--- config.mk ---
export PLATFORM = sky130hd
export DESIGN_NAME = ncdp_core
export DESIGN_NICKNAME = d
export VERILOG_FILES = /design/src/inc/ncdp_pkg.sv /design/src/inc/ncdp_inc_if.sv /design/src/core/ncdp_inc.sv /design/src/core/ncdp_core.sv
export SDC_FILE = /design/constraint.sdc
export NUM_CORES = 1
export LEC_CHECK = 0
export ABC_AREA = 1
export BUFFER_PORTS_ARGS = -buffer_cell sky130_fd_sc_hd__buf_2
export CORE_ASPECT_RATIO = 1.1
export CORE_MARGIN = 5
export CORE_UTILIZATION = 33
export CTS_CLUSTER_DIAMETER = 30
export CTS_CLUSTER_SIZE = 40
export DETAILED_ROUTE_END_ITERATION = 8
export PLACE_DENSITY_LB_ADDON = 0.12
export SETUP_SLACK_MARGIN = 0.5
export SYNTH_ARGS = -nofsm -noshare
export SYNTH_HDL_FRONTEND = slang
export SYNTH_HIERARCHICAL = 1
export SYNTH_SLANG_ARGS = --single-unit
--- constraint.sdc ---
create_clock -name ref_clk -period 3.3 [get_ports ref_clk]
set_clock_uncertainty 0.15 [all_clocks]
set_input_delay 0.165 -clock ref_clk [delete_from_list [all_inputs] [get_ports ref_clk]]
set_output_delay 0.165 -clock ref_clk [all_outputs]
set_load 0.01 [all_outputs]
--- src/inc/ncdp_pkg.sv ---
// Shared constants, slot encoding and opcodes for the nibble processor core.
package ncdp_pkg;
    localparam int          CLK_PERIOD_NS    = 10;
    localparam int          ADDR_W           = 12;
    localparam int          STACK_DEPTH      = 4;
    localparam int          IDX_WORDS        = 16;
    localparam int          CYCLE_CLOCKS     = 8;
    localparam int          DOUBLE_CLOCKS    = 16;
    localparam int          RESET_HOLD_CLKS  = 64;
    localparam int          REFRESH_W        = 6;
    localparam logic [3:0]  NIB_ZERO         = 4'h0;
    localparam logic [2:0]  CMD_RESET        = 3'h0;
    localparam logic [3:0]  RAM_LINE0        = 4'h1;
    localparam logic [3:0]  BCD_LIMIT        = 4'h9;
    localparam logic [3:0]  BCD_FIX          = 4'h6;
    localparam logic [3:0]  KBP_BAD          = 4'hf;

    typedef enum logic [7:0] {
        SA1 = 8'h01, SA2 = 8'h02, SA3 = 8'h04, SM1 = 8'h08,
        SM2 = 8'h10, SX1 = 8'h20, SX2 = 8'h40, SX3 = 8'h80
    } ncdp_slot_e;

    localparam logic [3:0] OP_COND_JUMP = 4'h1;
    localparam logic [3:0] OP_PAIR      = 4'h2;
    localparam logic [3:0] OP_INDIRECT  = 4'h3;
    localparam logic [3:0] OP_JUMP      = 4'h4;
    localparam logic [3:0] OP_CALL      = 4'h5;
    localparam logic [3:0] OP_INC       = 4'h6;
    localparam logic [3:0] OP_INC_SKIP  = 4'h7;
    localparam logic [3:0] OP_ADD       = 4'h8;
    localparam logic [3:0] OP_SUB       = 4'h9;
    localparam logic [3:0] OP_LOAD      = 4'ha;
    localparam logic [3:0] OP_XCHG      = 4'hb;
    localparam logic [3:0] OP_RETURN    = 4'hc;
    localparam logic [3:0] OP_LOAD_IMM  = 4'hd;
    localparam logic [3:0] OP_IO_GROUP  = 4'he;
    localparam logic [3:0] OP_ACC_GROUP = 4'hf;

    localparam logic [3:0] IO_SUB_MEM   = 4'h8;
    localparam logic [3:0] IO_ADD_MEM   = 4'hb;

    localparam logic [3:0] AG_CLB = 4'h0;
    localparam logic [3:0] AG_CLC = 4'h1;
    localparam logic [3:0] AG_IAC = 4'h2;
    localparam logic [3:0] AG_CMC = 4'h3;
    localparam logic [3:0] AG_CMA = 4'h4;
    localparam logic [3:0] AG_RAL = 4'h5;
    localparam logic [3:0] AG_RAR = 4'h6;
    localparam logic [3:0] AG_TCC = 4'h7;
    localparam logic [3:0] AG_DAC = 4'h8;
    localparam logic [3:0] AG_TCS = 4'h9;
    localparam logic [3:0] AG_STC = 4'ha;
    localparam logic [3:0] AG_DAA = 4'hb;
    localparam logic [3:0] AG_KBP = 4'hc;
    localparam logic [3:0] AG_DCL = 4'hd;
endpackage : ncdp_pkg

--- src/inc/ncdp_inc_if.sv ---
// Connection between the core and a nibble carry look-ahead incrementer.
`timescale 1ns/1ps
interface ncdp_inc_if;
    logic [3:0] nib;
    logic       cin;
    logic [3:0] sum;
    logic       cout;
    modport user (output nib, output cin, input sum, input cout);
    modport unit (input nib, input cin, output sum, output cout);
endinterface : ncdp_inc_if

--- src/core/ncdp_inc.sv ---
// Nibble incrementer with carry look-ahead.
`timescale 1ns/1ps
module ncdp_inc (
    ncdp_inc_if.unit port
);
    logic [3:0] carry;

    // All carries come from the same input term, so no ripple path exists.
    assign carry[0] = port.cin;
    assign carry[1] = port.cin & port.nib[0];
    assign carry[2] = port.cin & port.nib[0] & port.nib[1];
    assign carry[3] = port.cin & port.nib[0] & port.nib[1] & port.nib[2];
    assign port.sum  = port.nib ^ carry;
    assign port.cout = carry[3] & port.nib[3];
endmodule : ncdp_inc

--- src/core/ncdp_core.sv ---
// Nibble processor core: address stack, index file, adder and decoder.
// Functional notes
// - Four 12-bit address entries: one program counter, three return levels.
// - Current address goes out as three nibbles in the first three slots.
// - Each sent slice is incremented with look-ahead carry and written back.
// - Sixteen nibble index file, usable as singles or eight pairs.
// - Modifier selects one of sixteen, or a pair by its upper three bits.
// - Even pair member holds upper nibble, odd member holds lower.
// - Index read through a multiplexer; writes pass through a temporary register.
// - Ripple adder sums operand buffer, true or inverted, with accumulator and carry.
// - Accumulator shifter rotates left and right through the carry.
// - Three-bit command code from accumulator picks the RAM bank line.
// - Fixed tables convert accumulator for decimal adjust and keypad code.
// - Condition logic senses zero result, zero accumulator, carry and test input.
// - Condition flip-flop decides conditional jump and skip-if-zero outcome.
// - Opcode nibble latched in first fetch slot, modifier in second.
// - Word is opcode in upper nibble, modifier in lower nibble.
// - Single word takes eight clocks, double word sixteen over two locations.
// - Five double-length opcodes set the double-cycle flip-flop.
// - Second word is a middle and low address or eight data bits.
// - Group opcode picks I/O or accumulator group, modifier picks the operation.
// - Reset clears state and drives zero on the bus; start at address zero.
// - Cycle-start marker once every eight clocks.
// - Call pushes one level, return pops one; a fourth call loses the oldest.
// - RAM bank line zero is selected after reset.
`timescale 1ns/1ps
module ncdp_core #(
    parameter int ADDR_W = ncdp_pkg::ADDR_W
) (
    input  wire logic       ref_clk,
    input  wire logic       rst_b,
    input  wire logic [3:0] dataIn,
    input  wire logic       testIn,
    output logic      [3:0] dataOut,
    output logic            dataOe_b,
    output logic            syncOut,
    output logic            romCmdLine,
    output logic      [3:0] ramBankCmdLine,
    output logic      [3:0] accValue,
    output logic            carryFlag
);
    if (ADDR_W != 12) begin : g_bad_width
        $error("ncdp_core supports only a 12-bit address.");
    end

    ncdp_pkg::ncdp_slot_e slot_q;
    logic [ADDR_W-1:0]    addr_q [ncdp_pkg::STACK_DEPTH];
    logic [3:0]           idx_q  [ncdp_pkg::IDX_WORDS];
    logic [1:0]           sp_q;
    logic [3:0]           opr_q, opa_q, w2hi_q, w2lo_q;
    logic [3:0]           acc_q, adb_q, temp_q;
    logic                 cy_q, cond_q, dbl_q, incCy_q;
    logic [2:0]           cmd_q;
    logic [3:0]           accD;
    logic                 cyD;

    ncdp_inc_if pcInc ();
    ncdp_inc_if idxInc ();
    ncdp_inc u_pc_inc (.port(pcInc.unit));
    ncdp_inc u_idx_inc (.port(idxInc.unit));

    wire sA1 = slot_q == ncdp_pkg::SA1;
    wire sA2 = slot_q == ncdp_pkg::SA2;
    wire sA3 = slot_q == ncdp_pkg::SA3;
    wire sM1 = slot_q == ncdp_pkg::SM1;
    wire sM2 = slot_q == ncdp_pkg::SM2;
    wire sX1 = slot_q == ncdp_pkg::SX1;
    wire sX2 = slot_q == ncdp_pkg::SX2;
    wire sX3 = slot_q == ncdp_pkg::SX3;
    wire first = !dbl_q;

    // Instruction decode from the latched opcode and modifier nibbles.
    wire isJcn  = opr_q == ncdp_pkg::OP_COND_JUMP;
    wire isFim  = opr_q == ncdp_pkg::OP_PAIR && !opa_q[0];
    wire isSrc  = opr_q == ncdp_pkg::OP_PAIR && opa_q[0];
    wire isJin  = opr_q == ncdp_pkg::OP_INDIRECT && opa_q[0];
    wire isJun  = opr_q == ncdp_pkg::OP_JUMP;
    wire isJms  = opr_q == ncdp_pkg::OP_CALL;
    wire isInc  = opr_q == ncdp_pkg::OP_INC;
    wire isIsz  = opr_q == ncdp_pkg::OP_INC_SKIP;
    wire isAdd  = opr_q == ncdp_pkg::OP_ADD;
    wire isSub  = opr_q == ncdp_pkg::OP_SUB;
    wire isLd   = opr_q == ncdp_pkg::OP_LOAD;
    wire isXch  = opr_q == ncdp_pkg::OP_XCHG;
    wire isBbl  = opr_q == ncdp_pkg::OP_RETURN;
    wire isLdm  = opr_q == ncdp_pkg::OP_LOAD_IMM;
    wire isDouble = isJcn | isFim | isJun | isJms | isIsz;
    wire ioRd   = first && opr_q == ncdp_pkg::OP_IO_GROUP && opa_q[3];
    wire ioWr   = first && opr_q == ncdp_pkg::OP_IO_GROUP && !opa_q[3];
    wire accGrp = first && opr_q == ncdp_pkg::OP_ACC_GROUP;
    wire idxOp  = first & (isInc | isIsz | isAdd | isSub | isLd | isXch);
    wire tblOp  = accGrp & (opa_q == ncdp_pkg::AG_DAA | opa_q == ncdp_pkg::AG_KBP);
    wire srcOp  = first & isSrc;

    // Pair addresses drop the lowest modifier bit.
    wire [3:0] pairEven = {opa_q[3:1], 1'b0};
    wire [3:0] pairOdd  = {opa_q[3:1], 1'b1};
    wire [3:0] idxRd    = idx_q[opa_q];
    wire [ADDR_W-1:0] pcCur = addr_q[sp_q];

    // Fixed conversion tables for decimal adjust and keypad code.
    wire       bcdFix  = acc_q > ncdp_pkg::BCD_LIMIT || cy_q;
    wire [4:0] daaSum  = {1'b0, acc_q} + {1'b0, ncdp_pkg::BCD_FIX};
    logic [3:0] kbpOut;
    always_comb begin
        case (acc_q)
            4'h0:    kbpOut = 4'h0;
            4'h1:    kbpOut = 4'h1;
            4'h2:    kbpOut = 4'h2;
            4'h4:    kbpOut = 4'h3;
            4'h8:    kbpOut = 4'h4;
            default: kbpOut = ncdp_pkg::KBP_BAD;
        endcase
    end
    wire [3:0] daaOut = bcdFix ? daaSum[3:0] : acc_q;
    wire [3:0] tblOut = opa_q == ncdp_pkg::AG_DAA ? daaOut : kbpOut;

    // Internal bus: the selects are mutually exclusive by slot and opcode.
    wire selIn  = sM1 | sM2 | (sX2 & ioRd);
    wire selIdx = sX1 & idxOp;
    wire selAcc = sX2 & first & isXch;
    wire selTbl = sX3 & tblOp;
    wire [3:0] ibus = selIn  ? dataIn :
                      selIdx ? idxRd  :
                      selAcc ? acc_q  :
                      selTbl ? tblOut : ncdp_pkg::NIB_ZERO;

    // Adder operand in true or complemented form.
    wire subMode = isSub | (ioRd && opa_q == ncdp_pkg::IO_SUB_MEM)
                 | (accGrp && opa_q == ncdp_pkg::AG_DAC);
    wire addCin  = accGrp ? opa_q == ncdp_pkg::AG_IAC : (subMode ? !cy_q : cy_q);
    wire [3:0] addB  = subMode ? ~adb_q : adb_q;
    wire [4:0] addSum = {1'b0, acc_q} + {1'b0, addB} + {4'h0, addCin};

    // Condition logic inputs.
    wire accZero = acc_q == ncdp_pkg::NIB_ZERO;
    wire resZero = temp_q == ncdp_pkg::NIB_ZERO;
    wire jcnHit  = opa_q[3] ^ ((opa_q[2] & accZero) | (opa_q[1] & cy_q)
                 | (opa_q[0] & testIn));

    assign pcInc.nib  = sA1 ? pcCur[3:0] : (sA2 ? pcCur[7:4] : pcCur[11:8]);
    assign pcInc.cin  = sA1 ? 1'b1 : incCy_q;
    assign idxInc.nib = adb_q;
    assign idxInc.cin = 1'b1;

    // Program counter loads happen in X2 so that A1 output sees the new value.
    wire [ADDR_W-1:0] farTarget  = {opa_q, w2hi_q, w2lo_q};
    wire [ADDR_W-1:0] pageTarget = {pcCur[11:8], w2hi_q, w2lo_q};
    wire jumpFar  = sX2 & dbl_q & (isJun | isJms);
    wire jumpPage = sX2 & dbl_q & (isJcn | isIsz) & cond_q;
    wire jumpInd  = sX2 & first & isJin;
    wire [1:0] spPush = sp_q + 2'h1;
    wire [1:0] spPop  = sp_q - 2'h1;

    // Index write port fed only from the temporary register.
    wire idxWe = (sX3 & first & (isInc | isIsz | isXch)) | (dbl_q & isFim & (sM2 | sX1));
    wire [3:0] idxWa = !(dbl_q & isFim) ? opa_q : (sM2 ? pairEven : pairOdd);

    // Bus drive and command lines, computed for the coming slot.
    wire drv = sX3 | sA1 | sA2 | (sX1 & (srcOp | ioWr)) | (sX2 & srcOp);
    wire [3:0] outVal = sX3 ? pcCur[3:0] :
                        sA1 ? pcCur[7:4] :
                        sA2 ? pcCur[11:8] :
                        (sX1 & srcOp) ? idx_q[pairEven] :
                        (sX2 & srcOp) ? idx_q[pairOdd] : acc_q;
    wire cmdOn = sA2 | (sM1 & first & dataIn == ncdp_pkg::OP_IO_GROUP) | (sX1 & srcOp);
    wire [3:0] ramDec = cmd_q == ncdp_pkg::CMD_RESET ? ncdp_pkg::RAM_LINE0
                                                     : {cmd_q, 1'b0};

    always_comb begin
        accD = acc_q;
        cyD  = cy_q;
        if (isLd | isXch | (ioRd & !(opa_q == ncdp_pkg::IO_SUB_MEM |
                                    opa_q == ncdp_pkg::IO_ADD_MEM))) begin
            accD = adb_q;
        end else if (isAdd | isSub | ioRd) begin
            {cyD, accD} = addSum;
        end else if (isLdm | isBbl) begin
            accD = opa_q;
        end else if (accGrp) begin
            case (opa_q)
                ncdp_pkg::AG_CLB: begin accD = 4'h0; cyD = 1'b0; end
                ncdp_pkg::AG_CLC: cyD = 1'b0;
                ncdp_pkg::AG_IAC: {cyD, accD} = addSum;
                ncdp_pkg::AG_CMC: cyD = !cy_q;
                ncdp_pkg::AG_CMA: accD = ~acc_q;
                ncdp_pkg::AG_RAL: {cyD, accD} = {acc_q, cy_q};
                ncdp_pkg::AG_RAR: {accD, cyD} = {cy_q, acc_q};
                ncdp_pkg::AG_TCC: begin accD = {3'h0, cy_q}; cyD = 1'b0; end
                ncdp_pkg::AG_DAC: {cyD, accD} = addSum;
                ncdp_pkg::AG_TCS: begin accD = cy_q ? 4'ha : 4'h9; cyD = 1'b0; end
                ncdp_pkg::AG_STC: cyD = 1'b1;
                ncdp_pkg::AG_DAA: begin accD = ibus; cyD = cy_q | (bcdFix & daaSum[4]); end
                ncdp_pkg::AG_KBP: accD = ibus;
                default: ;
            endcase
        end
    end

    // Slot sequencer, fetch latches and double-cycle flip-flop.
    always_ff @(posedge ref_clk) begin
        if (!rst_b) begin
            slot_q <= ncdp_pkg::SX3;
            dbl_q  <= 1'b0;
            opr_q  <= 4'h0;
            opa_q  <= 4'h0;
            w2hi_q <= 4'h0;
            w2lo_q <= 4'h0;
        end else begin
            slot_q <= ncdp_pkg::ncdp_slot_e'({slot_q[6:0], slot_q[7]});
            if (sM1 & first) opr_q <= ibus;
            if (sM2 & first) opa_q <= ibus;
            if (sM1 & dbl_q) w2hi_q <= ibus;
            if (sM2 & dbl_q) w2lo_q <= ibus;
            if (sX3) dbl_q <= first & isDouble;
        end
    end

    // Address array, stack pointer and slice incrementer.
    always_ff @(posedge ref_clk) begin
        if (!rst_b) begin
            sp_q    <= 2'h0;
            incCy_q <= 1'b0;
            // Every level is cleared at once, because a sweep counter without a
            // reset of its own would start unknown and never clear anything.
            for (int i = 0; i < ncdp_pkg::STACK_DEPTH; i++) begin
                addr_q[i] <= '0;
            end
        end else begin
            if (sA1 | sA2 | sA3) incCy_q <= pcInc.cout;
            if (sA1) addr_q[sp_q][3:0]  <= pcInc.sum;
            if (sA2) addr_q[sp_q][7:4]  <= pcInc.sum;
            if (sA3) addr_q[sp_q][11:8] <= pcInc.sum;
            if (jumpFar & isJms) begin
                sp_q <= spPush;
                addr_q[spPush] <= farTarget;
            end else if (jumpFar) begin
                addr_q[sp_q] <= farTarget;
            end else if (jumpPage) begin
                addr_q[sp_q] <= pageTarget;
            end else if (jumpInd) begin
                addr_q[sp_q][7:0] <= {idx_q[pairEven], idx_q[pairOdd]};
            end
            if (sX2 & first & isBbl) sp_q <= spPop;
        end
    end

    // Index file, cleared in one clock while reset is low.
    always_ff @(posedge ref_clk) begin
        if (!rst_b) begin
            // The whole file clears in one clock, so any reset length empties it.
            for (int i = 0; i < ncdp_pkg::IDX_WORDS; i++) begin
                idx_q[i] <= 4'h0;
            end
        end else begin
            if (idxWe) idx_q[idxWa] <= temp_q;
        end
    end

    // Arithmetic registers, condition and command code.
    always_ff @(posedge ref_clk) begin
        if (!rst_b) begin
            acc_q  <= 4'h0;
            cy_q   <= 1'b0;
            adb_q  <= 4'h0;
            temp_q <= 4'h0;
            cond_q <= 1'b0;
            cmd_q  <= ncdp_pkg::CMD_RESET;
        end else begin
            if (selIdx | (sX2 & ioRd)) adb_q <= ibus;
            else if (sX1 & accGrp) adb_q <= 4'h0;
            if (sX2 & first & (isInc | isIsz)) temp_q <= idxInc.sum;
            else if (selAcc | (dbl_q & isFim & (sM1 | sM2))) temp_q <= ibus;
            if (sX3 & first) begin
                acc_q <= accD;
                cy_q  <= cyD;
                if (isJcn) cond_q <= jcnHit;
                if (isIsz) cond_q <= !resZero;
                if (accGrp && opa_q == ncdp_pkg::AG_DCL) cmd_q <= acc_q[2:0];
            end
        end
    end

    // Registered pins.
    always_ff @(posedge ref_clk) begin
        if (!rst_b) begin
            dataOut        <= 4'h0;
            dataOe_b       <= 1'b0;
            syncOut        <= 1'b0;
            romCmdLine     <= 1'b0;
            ramBankCmdLine <= 4'h0;
            accValue       <= 4'h0;
            carryFlag      <= 1'b0;
        end else begin
            dataOut        <= drv ? outVal : 4'h0;
            dataOe_b       <= !drv;
            syncOut        <= sX3;
            romCmdLine     <= cmdOn;
            ramBankCmdLine <= cmdOn ? ramDec : 4'h0;
            accValue       <= acc_q;
            carryFlag      <= cy_q;
        end
    end
endmodule : ncdp_core

# After elaboration in Yosys (flattened, before gate mapping)
# Memories as Yosys holds them, arrays and structs flattened. A register that Yosys moved wholly into a read port is not among the register bits.
# Index checks and enable logic that the tools add are counted.
classes:
  reduce_logical: 43
  order_cmp: 1
  eq_ne: 42
  muxes: 95
  n_addsub: 5
  n_bitwise: 97
ops:
  columns: ["operator", "n"]
  rows:
  - ["$mux 4", 38]
  - ["$eq 4x4->1 const B", 16]
  - ["$or 1x1->1", 47]
  - ["$mux 1", 43]
  - ["$and 1x1->1", 42]
  - ["$eq 4x3->1 const B", 9]
  - ["$pmux 4 s8", 1]
  - ["$mux 12", 2]
  - ["$reduce_or 12->1", 2]
  - ["$eq 4x2->1 const B", 5]
  - ["$pmux 4 s5", 1]
  - ["$mux 2", 7]
  - ["$eq 4x1->1 const B", 3]
  - ["$logic_not 4->1", 3]
  - ["$reduce_bool 11->1", 1]
  - ["$logic_and 1x1->1", 10]
  - ["$reduce_bool 2->1", 5]
  - ["$eq 8x1->1 const B", 1]
  - ["$eq 8x2->1 const B", 1]
  - ["$eq 8x3->1 const B", 1]
  - ["$eq 8x4->1 const B", 1]
  - ["$eq 8x5->1 const B", 1]
  - ["$eq 8x6->1 const B", 1]
  - ["$eq 8x7->1 const B", 1]
  - ["other kinds (25)", 41]
totals:
  out_inout_bits: 16
  mem_count: 2
  elab_cells: 307
  regBits: 61
  in_bits: 7
  mem_bits_rw: 112
memory_table:
  columns: ["name", "words", "word_bits", "read_ports", "rd_ports_with_merged_regs", "wr", "line_no", "source"]
  rows:
  - ["idx_q", 16, 4, 3, 3, 16, "ncdp_core.sv:48", "logic [3:0] idx_q [ncdp_pkg::IDX_WORDS];"]
  - ["addr_q", 4, 12, 1, 1, 4, "ncdp_core.sv:47", "logic [ADDR_W-1:0] addr_q [ncdp_pkg::STACK_DEPTH];"]

# Longest topological paths before layout
# Gate-level depths: netlist of run 1.
depth:
  depth_word: 15
  mapped_depth: 22

# Hierarchy
# The synthesis of run 1 kept the hierarchy.
by_module_without_submodules:
  columns: ["mod", "cells_per_inst", "area_each_um2", "instances"]
  rows:
  - ["ncdp_core", 1304, 9771.9, 1]
  - ["ncdp_inc", 4, 50.0, 2]

# Worst setup path before layout of run 1
# OpenSTA, ideal clock, no wires.
synth_timing:
  kind: "flip-flop to flip-flop"
  startpoint: "reg dbl_q"
  endpoint: "reg acc_q[2]"
  period_less_slack_ns: 3.203
  path_buffers: 1
  slack_ns: 0.097
  stages_incl_launch_ff: 22
  arrival_time_ns: 2.941
  cell_sequence: "dfxtp_1 > buf_4 > clkinv_1 > nand3_1 > inv_1 > nand3_1 > inv_1 > nor2_1 > o22ai_2 > xor2_1 > o21ai_0 > fa_1 > inv_1 > fa_1 > xor2_1 > o221ai_1 > a31oi_1 > nand2_1 > nand2_1 > nand2_1 > nand2_1 > nand2_1"
synth_via:
  elab_chain_len: 14
synth_lines:
  columns: ["element", "line_no", "source"]
  rows:
  - ["from (decl)", "ncdp_core.sv:52", "logic cy_q, cond_q, dbl_q, incCy_q;"]
  - ["from (signal assigned)", "ncdp_core.sv:215", "if (sX3) dbl_q <= first & isDouble;"]
  - ["$logic_not 1->1 (*)", "ncdp_core.sv:70", "wire first = !dbl_q;"]
  - ["$logic_and 1x1->1 (2 in a row)", "ncdp_core.sv:88", "wire ioRd = first && opr_q == ncdp_pkg::OP_IO_GROUP && opa_q[3];"]
  - ["$logic_and 1x1->1", "ncdp_core.sv:129", "wire subMode = isSub | (ioRd && opa_q == ncdp_pkg::IO_SUB_MEM)"]
  - ["$or 1x1->1", "ncdp_core.sv:129", null]
  - ["$or 1x1->1", "ncdp_core.sv:130", "| (accGrp && opa_q == ncdp_pkg::AG_DAC);"]
  - ["$mux 4 or $mux 1 (tied branches)", "ncdp_core.sv:132, ncdp_core.sv:131", null]
  - ["$add 4x4->5 or $mux 1 (tied branches)", "ncdp_core.sv:133, ncdp_core.sv:131", null]
  - ["$add 5x1->5", "ncdp_core.sv:133", "wire [4:0] addSum = {1'b0, acc_q} + {1'b0, addB} + {4'h0, addCin};"]
  - ["$pmux 4 s8", "ncdp_core.sv:181", "case (opa_q)"]
  - ["$mux 4", "ncdp_core.sv:180", "end else if (accGrp) begin"]
  - ["$mux 4", "ncdp_core.sv:178", "end else if (isLdm | isBbl) begin"]
  - ["$mux 4", "ncdp_core.sv:176", "end else if (isAdd | isSub | ioRd) begin"]
  - ["$mux 4", "ncdp_core.sv:173", "if (isLd | isXch | (ioRd & !(opa_q == ncdp_pkg::IO_SUB_MEM |"]
  - ["to (signal assigned)", "ncdp_core.sv:263", "acc_q <= 4'h0;"]
  - ["to (signal assigned)", "ncdp_core.sv:275", "acc_q <= accD;"]
  - ["to (decl)", "ncdp_core.sv:51", "logic [3:0] acc_q, adb_q, temp_q;"]
# Every way passes the cells marked *; elsewhere a longest branch is shown, timed or not. The select of a mux whose other input is x is not followed.
# A chain may end at the register's enable or synchronous reset.

# Worst setup path in the final report of run 1
# Same ends and word-level chain as after synthesis.

==> results of run 1 <==
critical path: stages, from the launching register on:
cell and delay (ns):
sky130_fd_sc_hd__dfxtp_4 0.36, sky130_fd_sc_hd__clkinv_8 0.05, sky130_fd_sc_hd__nand3_4 0.08, sky130_fd_sc_hd__inv_4 0.08, sky130_fd_sc_hd__nand3_4 0.09, sky130_fd_sc_hd__inv_4 0.08, sky130_fd_sc_hd__nor2_4 0.03, sky130_fd_sc_hd__o22ai_4 0.16
sky130_fd_sc_hd__buf_6 0.15, sky130_fd_sc_hd__xor2_4 0.15, sky130_fd_sc_hd__fa_2 0.23, sky130_fd_sc_hd__inv_2 0.04, sky130_fd_sc_hd__fa_2 0.36, sky130_fd_sc_hd__xor2_2 0.21, sky130_fd_sc_hd__o221ai_2 0.11, sky130_fd_sc_hd__a31oi_1 0.16
sky130_fd_sc_hd__nand2_1 0.06, sky130_fd_sc_hd__nand2_1 0.05, sky130_fd_sc_hd__nand2_1 0.06, sky130_fd_sc_hd__nand2_1 0.05, sky130_fd_sc_hd__nand2_1 0.04
cell families after synthesis:
group,Yosys count,share of synthesized area (%)
simple gates,714,30.22
compound gates,202,12.00
buf+inv,194,7.453
flops,179,47.66
fa+ha+maj,14,1.926
xor+xnor,8,0.7098
other cells,1,0.03799
synth_stat cells (all sizes together) (8+ instances only):
cell    instances
dfxtp          67
o221ai         11
o21ai          77
o211ai          8
a21oi          64
nand2         350
inv           149
nand4          10
o22ai          17
nor2          227
nand3         107
clkbuf         37
ha             12
edfxtp        112
registers in the layout (all words and copies together) (netlist names), named ones only:
register and flops:
w2lo_q 4, romCmdLine 1, incCy_q 1, temp_q 4
sp_q 2, opr_q 4, w2hi_q 4, dataOut 4
dataOe_b 1, adb_q 4, cond_q 1, syncOut 1
cy_q 1, opa_q 4, ramBankCmdLine 4, accValue 4
acc_q 4, dbl_q 1, cmd_q 3, slot_q 8
carryFlag 1, addr_q 48, idx_q 64
power groups by stage:
| stage | combinational (mW) | clock [mW] | sequential (mW) |
|---|---|---|---|
| floorplan | 0.163 | 0 | 2.50 |
| global route | 0.311 | 2.13 | 2.46 |
| CTS | 0.268 | 2.04 | 2.45 |
| detailed placement | 0.255 | 0 | 2.51 |
| global placement | 0.256 | 0 | 2.51 |
| finish | 0.283 | 1.99 | 2.45 |
final cells by class:
type	count	area (µm²)
clock buffer	21	460.4
multi-input combinational	939	4827
inverter	151	593.1
timing repair buffer	108	799.5
clock inverter	11	102.6
fill	3131	17570
sequential	179	4738
tap	374	467.9
worst max-delay path by stage:
stage	cells after the start	slack, ns	endpoint	from
detailed placement	19	0.15	acc_q[2]	opr_q[1]
finish	20	0.44	acc_q[2]	dbl_q
global route	16	0.21	cy_q	opa_q[3]
CTS	19	0.43	cy_q	dbl_q
global placement	18	0.28	cy_q	opr_q[3]
floorplan	21	0.47	acc_q[2]	dbl_q
per-layer routing:
layer | vias up | global-route usage, %
met4 | 0 | 7.132
met2 | 192 | 31.78
met3 | 50 | 2.947
li1 | 4508 | -
met1 | 4221 | 24.80
met5 | - | 0
timing repair:
item                                    CTS  global route
resized for setup                        40            73
endpoints found under the setup margin   73           202
pin swaps                                23            33
cloned                                    0             0
buffers inserted                         23             9
stage by stage:
| stage | std cells | total power [mW] |
|---|---|---|
| floorplan | 1312 | 2.664 |
| global placement | 1719 | 2.762 |
| detailed placement | 1719 | 2.763 |
| CTS | 1774 | 4.762 |
| global route | 1783 | 4.902 |
| finish | 1783 | 4.728 |
==> impl_metrics.py, run 1 <==
metrics = {
    "floorplan": {
        "row_count": 66,
        "die_width_um": 174.9,
        "initial_core_util_pct": 33.39,
        "core_area_um2": 29560,
        "io_pins": 23,
        "die_h_um": 191.4,
        "die-area_um2": 33480,
    },
    "pwr": {
        "max-vdd-ir-drop_mv": 0.2441,
        "powerDensity_nw_per_um2": 394.3,
        "sw_frac_of_total_pct": 23.72,
        "register_share_of_total_power_pct": 51.9,
        "combinationalPowerShare_pct": 6.0,
        "internal-power_mw": 3.606,
        "leakage_nw": 4.962,
        "power.net_switching_mw": 1.122,
        "p_clk_share_pct": 42.1,
    },
    "clocking": {
        "cts.root.buffer_cell": "sky130_fd_sc_hd__clkbuf_16",
        "tritoncts": "done",
        "cts.sinks": 179,
        "cts_hold_repair.buffers": 0,
        "maximum_level_of_the_cts_h_tree": 4,
        "worstSkewPairLatency_ns": 0.44,
        "cts.path.max_buffers": 2,
        "clk_transition_reported_paths_ns": 0.07,
        "cts_buffers": 17,
    },
    "detailed_routing": {
        "dr_total_vias": 8971,
        "dr.pass1.iters": 5,
        "wirelength_mm": 31.36,
        "met3_length_mm": 1.209,
        "avgRoutedWirePerCell_um": 17.59,
        "highest-signal-layer": "met4",
        "wl_met1_mm": 14.35,
        "residual_antenna_violating_net_count_after_detailed_routing": 0,
        "met2_wire_length_mm": 14.94,
        "first_iter_violations": 666,
        "drcViolationCount": 0,
        "via_per_inst": 5.031,
    },
    "placement": {
        "place.port_buffers": 22,
        "dp.final_hpwl_mm": 23.35,
        "setup_ws_pre_cts_ns": 0.1519,
        "global_placer_s_final_weighted_congestion": 0.9239,
        "area_of_placed_instances_um2": 10820,
    },
    "timing": {
        "total_negative_setup_slack_ns": 0,
        "setup_slack_ns": 0.4416,
        "max-slew-margin-rel_pct": 38.57,
        "drv_slew": 0,
        "period_minus_slack_ns": 2.858,
        "whs_ns": 0.04218,
        "timing.fmax_ghz": 0.3498,
        "worst_pin_slew_ns": 0.9096,
        "finalHoldViolCount": 0,
        "fin_crit_sh_pct": 86.62,
        "rsz0062_at_grt": "true",
        "setup_violation_total_in_the_final_timing_report": 0,
    },
    "worst_setup_path": {
        "worst_setup_path_type": "flop to flop",
        "cp_data_arrival_time_ns": 3.05,
        "crit_path_max_fanout": 4,
        "critical_path_required_ns": 3.49,
        "reg2reg_depth": 20,
        "reg2reg_from": "dbl_q",
        "critPathCaptureType": "flop",
        "worstSetupStartpointType": "flop",
        "worst_reg_to_reg_setup_slack_ns": 0.44,
        "reg2reg_to": "acc_q[2]",
    },
    "hold_path": {
        "holdCritStartpoint": "dataIn[0]",
        "min_delay_path_depth": 5,
        "hold_path_class": "input pin to flop",
        "holdPathEnd": "adb_q[0]",
    },
    "finish": {
        "net_count_reported_at_finish": 1417,
        "finalInstanceArea_um2": 11990,
        "final_cell_mix": "319 x sky130_fd_sc_hd__nand2_1, 198 x sky130_fd_sc_hd__nor2_1, 135 x sky130_fd_sc_hd__inv_1",
        "syn_to_final_growth_pct": 21.44,
        "layout_cell_share_with_drive_strength_beyond_1_pct": 18.67,
        "total_inserted_antenna_cells": 0,
        "layout.cells.most_common": "sky130_fd_sc_hd__nand2_1",
        "fin_util_pct": 40.55,
    },
    "yosys": {
        "mappedNetlistNets": 1333,
        "synthFlopType": "sky130_fd_sc_hd__edfxtp_1",
        "yosys_warning_total": 6,
        "synthDominantAreaCellType": "sky130_fd_sc_hd__edfxtp_1",
        "synth_top_cells_by_area": "sky130_fd_sc_hd__edfxtp_1 34%, sky130_fd_sc_hd__dfxtp_1 14%, sky130_fd_sc_hd__nand2_1 13%",
        "synth_area_per_cell_um2": 7.524,
        "synth.distinct_cells": 49,
        "synth.ff_latch_count": 179,
        "ys_async_sr_fraction_pct": 0,
        "synthesis.instances": 1312,
        "synth.top_cell.area_share_pct": 34.07,
        "synth_edf_count": 112,
        "synth-seq-area-share_pct": 47.66,
        "synth_area_um2": 9872,
    },
    "run_status": {
        "outcome": "completed",
    },
    "global_route": {
        "first_global_vias": 8786,
        "groute.usage.overall_pct": 18.95,
        "maximum_number_of_pins_on_one_net_before_global_route_repair": 46,
        "wire_length_of_the_first_global_routing_pass_mm": 49.29,
        "grt.overflow.total": 0,
        "antenna_violations_before_repair": 0,
    },
    "job": {
        "drv_cap": 0,
    },
}
(Power assumes the default switching activity.)
==> run 2: changes to the inputs <==
Settings changed: ABC_AREA 1 to 0, RECOVER_POWER set to 50.
==> impl_metrics.py, run 2 <==
metrics = {
    "finish": {
        "largest_register_ffs": 64,
        "total_inserted_antenna_cells": 0,
        "final_cell_mix": "112 x sky130_fd_sc_hd__edfxtp_1, 105 x sky130_fd_sc_hd__buf_4, 99 x sky130_fd_sc_hd__nor2_1",
        "syn_to_final_growth_pct": 21.61,
        "biggest_registers_after_layout": "idx_q x64, addr_q x48, slot_q x8",
        "layout_cell_share_with_drive_strength_beyond_1_pct": 23.79,
        "net_count_reported_at_finish": 1101,
        "finalInstanceArea_um2": 12080,
        "registers.top_by_ff_count": "idx_q",
        "layout.cells.most_common": "sky130_fd_sc_hd__edfxtp_1",
    },
    "yosys": {
        "synth.top_cell.area_share_pct": 33.86,
        "synth-seq-area-share_pct": 47.36,
        "yosys.cell_count.top_type": "sky130_fd_sc_hd__edfxtp_1",
        "yosys_warning_total": 6,
        "synth_area_um2": 9933,
        "netlist_top_cells_count": "112 x sky130_fd_sc_hd__edfxtp_1, 106 x sky130_fd_sc_hd__nor2_1, 81 x sky130_fd_sc_hd__and2_1",
        "mappedNetlistNets": 996,
        "synth_edf_count": 112,
        "synthDominantAreaCellType": "sky130_fd_sc_hd__edfxtp_1",
        "synth.distinct_cells": 76,
        "ys_async_sr_fraction_pct": 0,
        "synthFlopType": "sky130_fd_sc_hd__edfxtp_1",
        "synth.ff_latch_count": 179,
        "synth_top_cells_by_area": "sky130_fd_sc_hd__edfxtp_1 34%, sky130_fd_sc_hd__dfxtp_1 14%, sky130_fd_sc_hd__mux4_2 7.3%",
        "synthesis.instances": 975,
        "synth_area_per_cell_um2": 10.19,
    },
    "pwr": {
        "max-vdd-ir-drop_mv": 0.2694,
        "powerDensity_nw_per_um2": 395.6,
        "leakage_nw": 4.227,
        "total_power_mw": 4.779,
    },
    "clocking": {
        "worstSkewPairLatency_ns": 0.44,
        "cts_buffers": 17,
        "tritoncts": "done",
        "cts.path.max_buffers": 2,
        "cts.root.buffer_cell": "sky130_fd_sc_hd__clkbuf_16",
        "maximum_level_of_the_cts_h_tree": 4,
        "clk_transition_reported_paths_ns": 0.07,
        "cts.sinks": 179,
    },
    "floorplan": {
        "die-area_um2": 33670,
        "die_width_um": 175.4,
        "initial_core_util_pct": 33.51,
        "io_pins": 23,
        "core_area_um2": 29650,
        "row_count": 66,
        "die_h_um": 192.0,
    },
    "worst_setup_path": {
        "worst_reg_to_reg_setup_slack_ns": 0.18,
        "reg2reg_from": "slot_q[6]",
        "critPathCaptureType": "flop",
        "worstSetupStartpointType": "flop",
        "crit_path_max_fanout": 4,
        "cp_data_arrival_time_ns": 3.17,
        "launching_instance_or_port_of_the_critical_path": "slot_q[6]",
        "worst_setup_path_type": "flop to flop",
        "critical_path_required_ns": 3.34,
    },
    "timing": {
        "setup_violation_total_in_the_final_timing_report": 0,
        "max-slew-margin-rel_pct": -33.19,
        "whs_ns": 0.2479,
        "timing.fmax_ghz": 0.3200,
        "worst_pin_slew_ns": 1.998,
        "fin_crit_sh_pct": 94.69,
        "total_negative_setup_slack_ns": 0,
        "rsz0062_at_grt": "true",
        "finalHoldViolCount": 0,
        "period_minus_slack_ns": 3.125,
        "drv_slew": 34,
    },
    "detailed_routing": {
        "wirelength_mm": 32.21,
        "dr.pass1.iters": 7,
        "first_iter_violations": 608,
        "dr_total_vias": 8042,
        "avgRoutedWirePerCell_um": 21.96,
        "residual_antenna_violating_net_count_after_detailed_routing": 0,
        "via_per_inst": 5.482,
        "drcViolationCount": 0,
    },
    "placement": {
        "global_placer_s_final_weighted_congestion": 0.9165,
        "area_of_placed_instances_um2": 11150,
        "place.port_buffers": 22,
        "dp.final_hpwl_mm": 23.73,
    },
    "global_route": {
        "antenna_violations_before_repair": 0,
        "maximum_number_of_pins_on_one_net_before_global_route_repair": 46,
        "groute.usage.overall_pct": 19.21,
        "grt.overflow.total": 0,
        "wire_length_of_the_first_global_routing_pass_mm": 49.04,
        "first_global_vias": 8115,
    },
    "run_status": {
        "outcome": "finished with violations",
        "failing_checks": "max-capacitance violations, max-slew violations",
    },
    "hold_path": {
        "holdCritStartpoint": "rst_b",
        "hold_path_class": "input pin to flop",
    },
    "job": {
        "drv_cap": 1,
    },
}
==> run 2: timing repair <==
item	in CTS	in global routing
resized for setup	34	34
pin swaps	25	14
endpoints found under the hold margin	8	0
setup buffers	14	9
endpoints found under the setup margin	107	120
hold buffers	3	0
==> run 2: logic make-up after synthesis <==
| family | count (synthesis) | synth area share, % |
|---|---|---|
| AO/OA/AOI/OAI | 222 | 14.65 |
| XOR/XNOR | 15 | 1.323 |
| flip-flops | 179 | 47.36 |
| multiplexers | 55 | 9.661 |
| other | 1 | 0.03775 |
| adder cells (fa/ha/maj) | 15 | 2.015 |
| buffers and inverters | 86 | 3.502 |
| AND/OR/NAND/NOR | 402 | 21.45 |
==> run 2: stage by stage <==
stage / setup slack (ns) / instances / util (%)
after global placement: 0.1478 / 1409 / 37.61
after CTS: 0.1896 / 1458 / 40.45
after detailed placement: 0.09996 / 1409 / 37.61
final: 0.1754 / 1467 / 40.75
after floorplan: 0.2093 / 975 / -
after global routing: 0.04938 / 1467 / 40.75
==> run 2: area by class of cell <==
| class | count | area, µm² |
|---|---|---|
| clock inverter | 14 | 143.9 |
| inverter | 20 | 75.07 |
| sequential | 179 | 4717 |
| clock buffer | 18 | 439.2 |
| fill | 2931 | 17570 |
| multi-input combinational | 710 | 5201 |
| tap | 374 | 467.9 |
| timing repair buffer | 152 | 1036 |
==> run 2: where the power goes <==
group,internal (mW),switching (mW),total (mW)
registers,2.43,0.0234,2.45
logic,0.115,0.185,0.300
clock network,1.03,1.00,2.03
total,3.57,1.21,4.78
==> run 2: routing by layer <==
| metal | vias to the layer above | global-route usage, % | share of wire [%] |
|---|---|---|---|
| li1 | 3825 | - | - |
| met1 | 3963 | 24.24 | 43 |
| met2 | 204 | 32.99 | 50 |
| met3 | 50 | 3.307 | 3.8 |
| met4 | 0 | 7.558 | 3.7 |
| met5 | - | 0 | 0 |
==> run 2: worst paths after layout <==
path | end | depth (start not counted)
worst min-delay path | temp_q[2] | 3
worst max-delay path | addr_q[2][7] | 12
worst max register to register | addr_q[2][7] | 12
worst min register to register | ramBankCmdLine[0] | 1
==> run 2: worst max-delay path: stages (launching register included) <==
cell and delay, ns:
sky130_fd_sc_hd__dfxtp_1 0.33, sky130_fd_sc_hd__nor4_4 0.41, sky130_fd_sc_hd__nand3_1 0.17, sky130_fd_sc_hd__and2_4 0.18
sky130_fd_sc_hd__a221o_1 0.30, sky130_fd_sc_hd__ha_2 0.19, sky130_fd_sc_hd__ha_4 0.17, sky130_fd_sc_hd__ha_4 0.16
sky130_fd_sc_hd__ha_4 0.21, sky130_fd_sc_hd__and3_4 0.17, sky130_fd_sc_hd__a221o_1 0.30, sky130_fd_sc_hd__nand2_2 0.09
sky130_fd_sc_hd__nor2_1 0.06
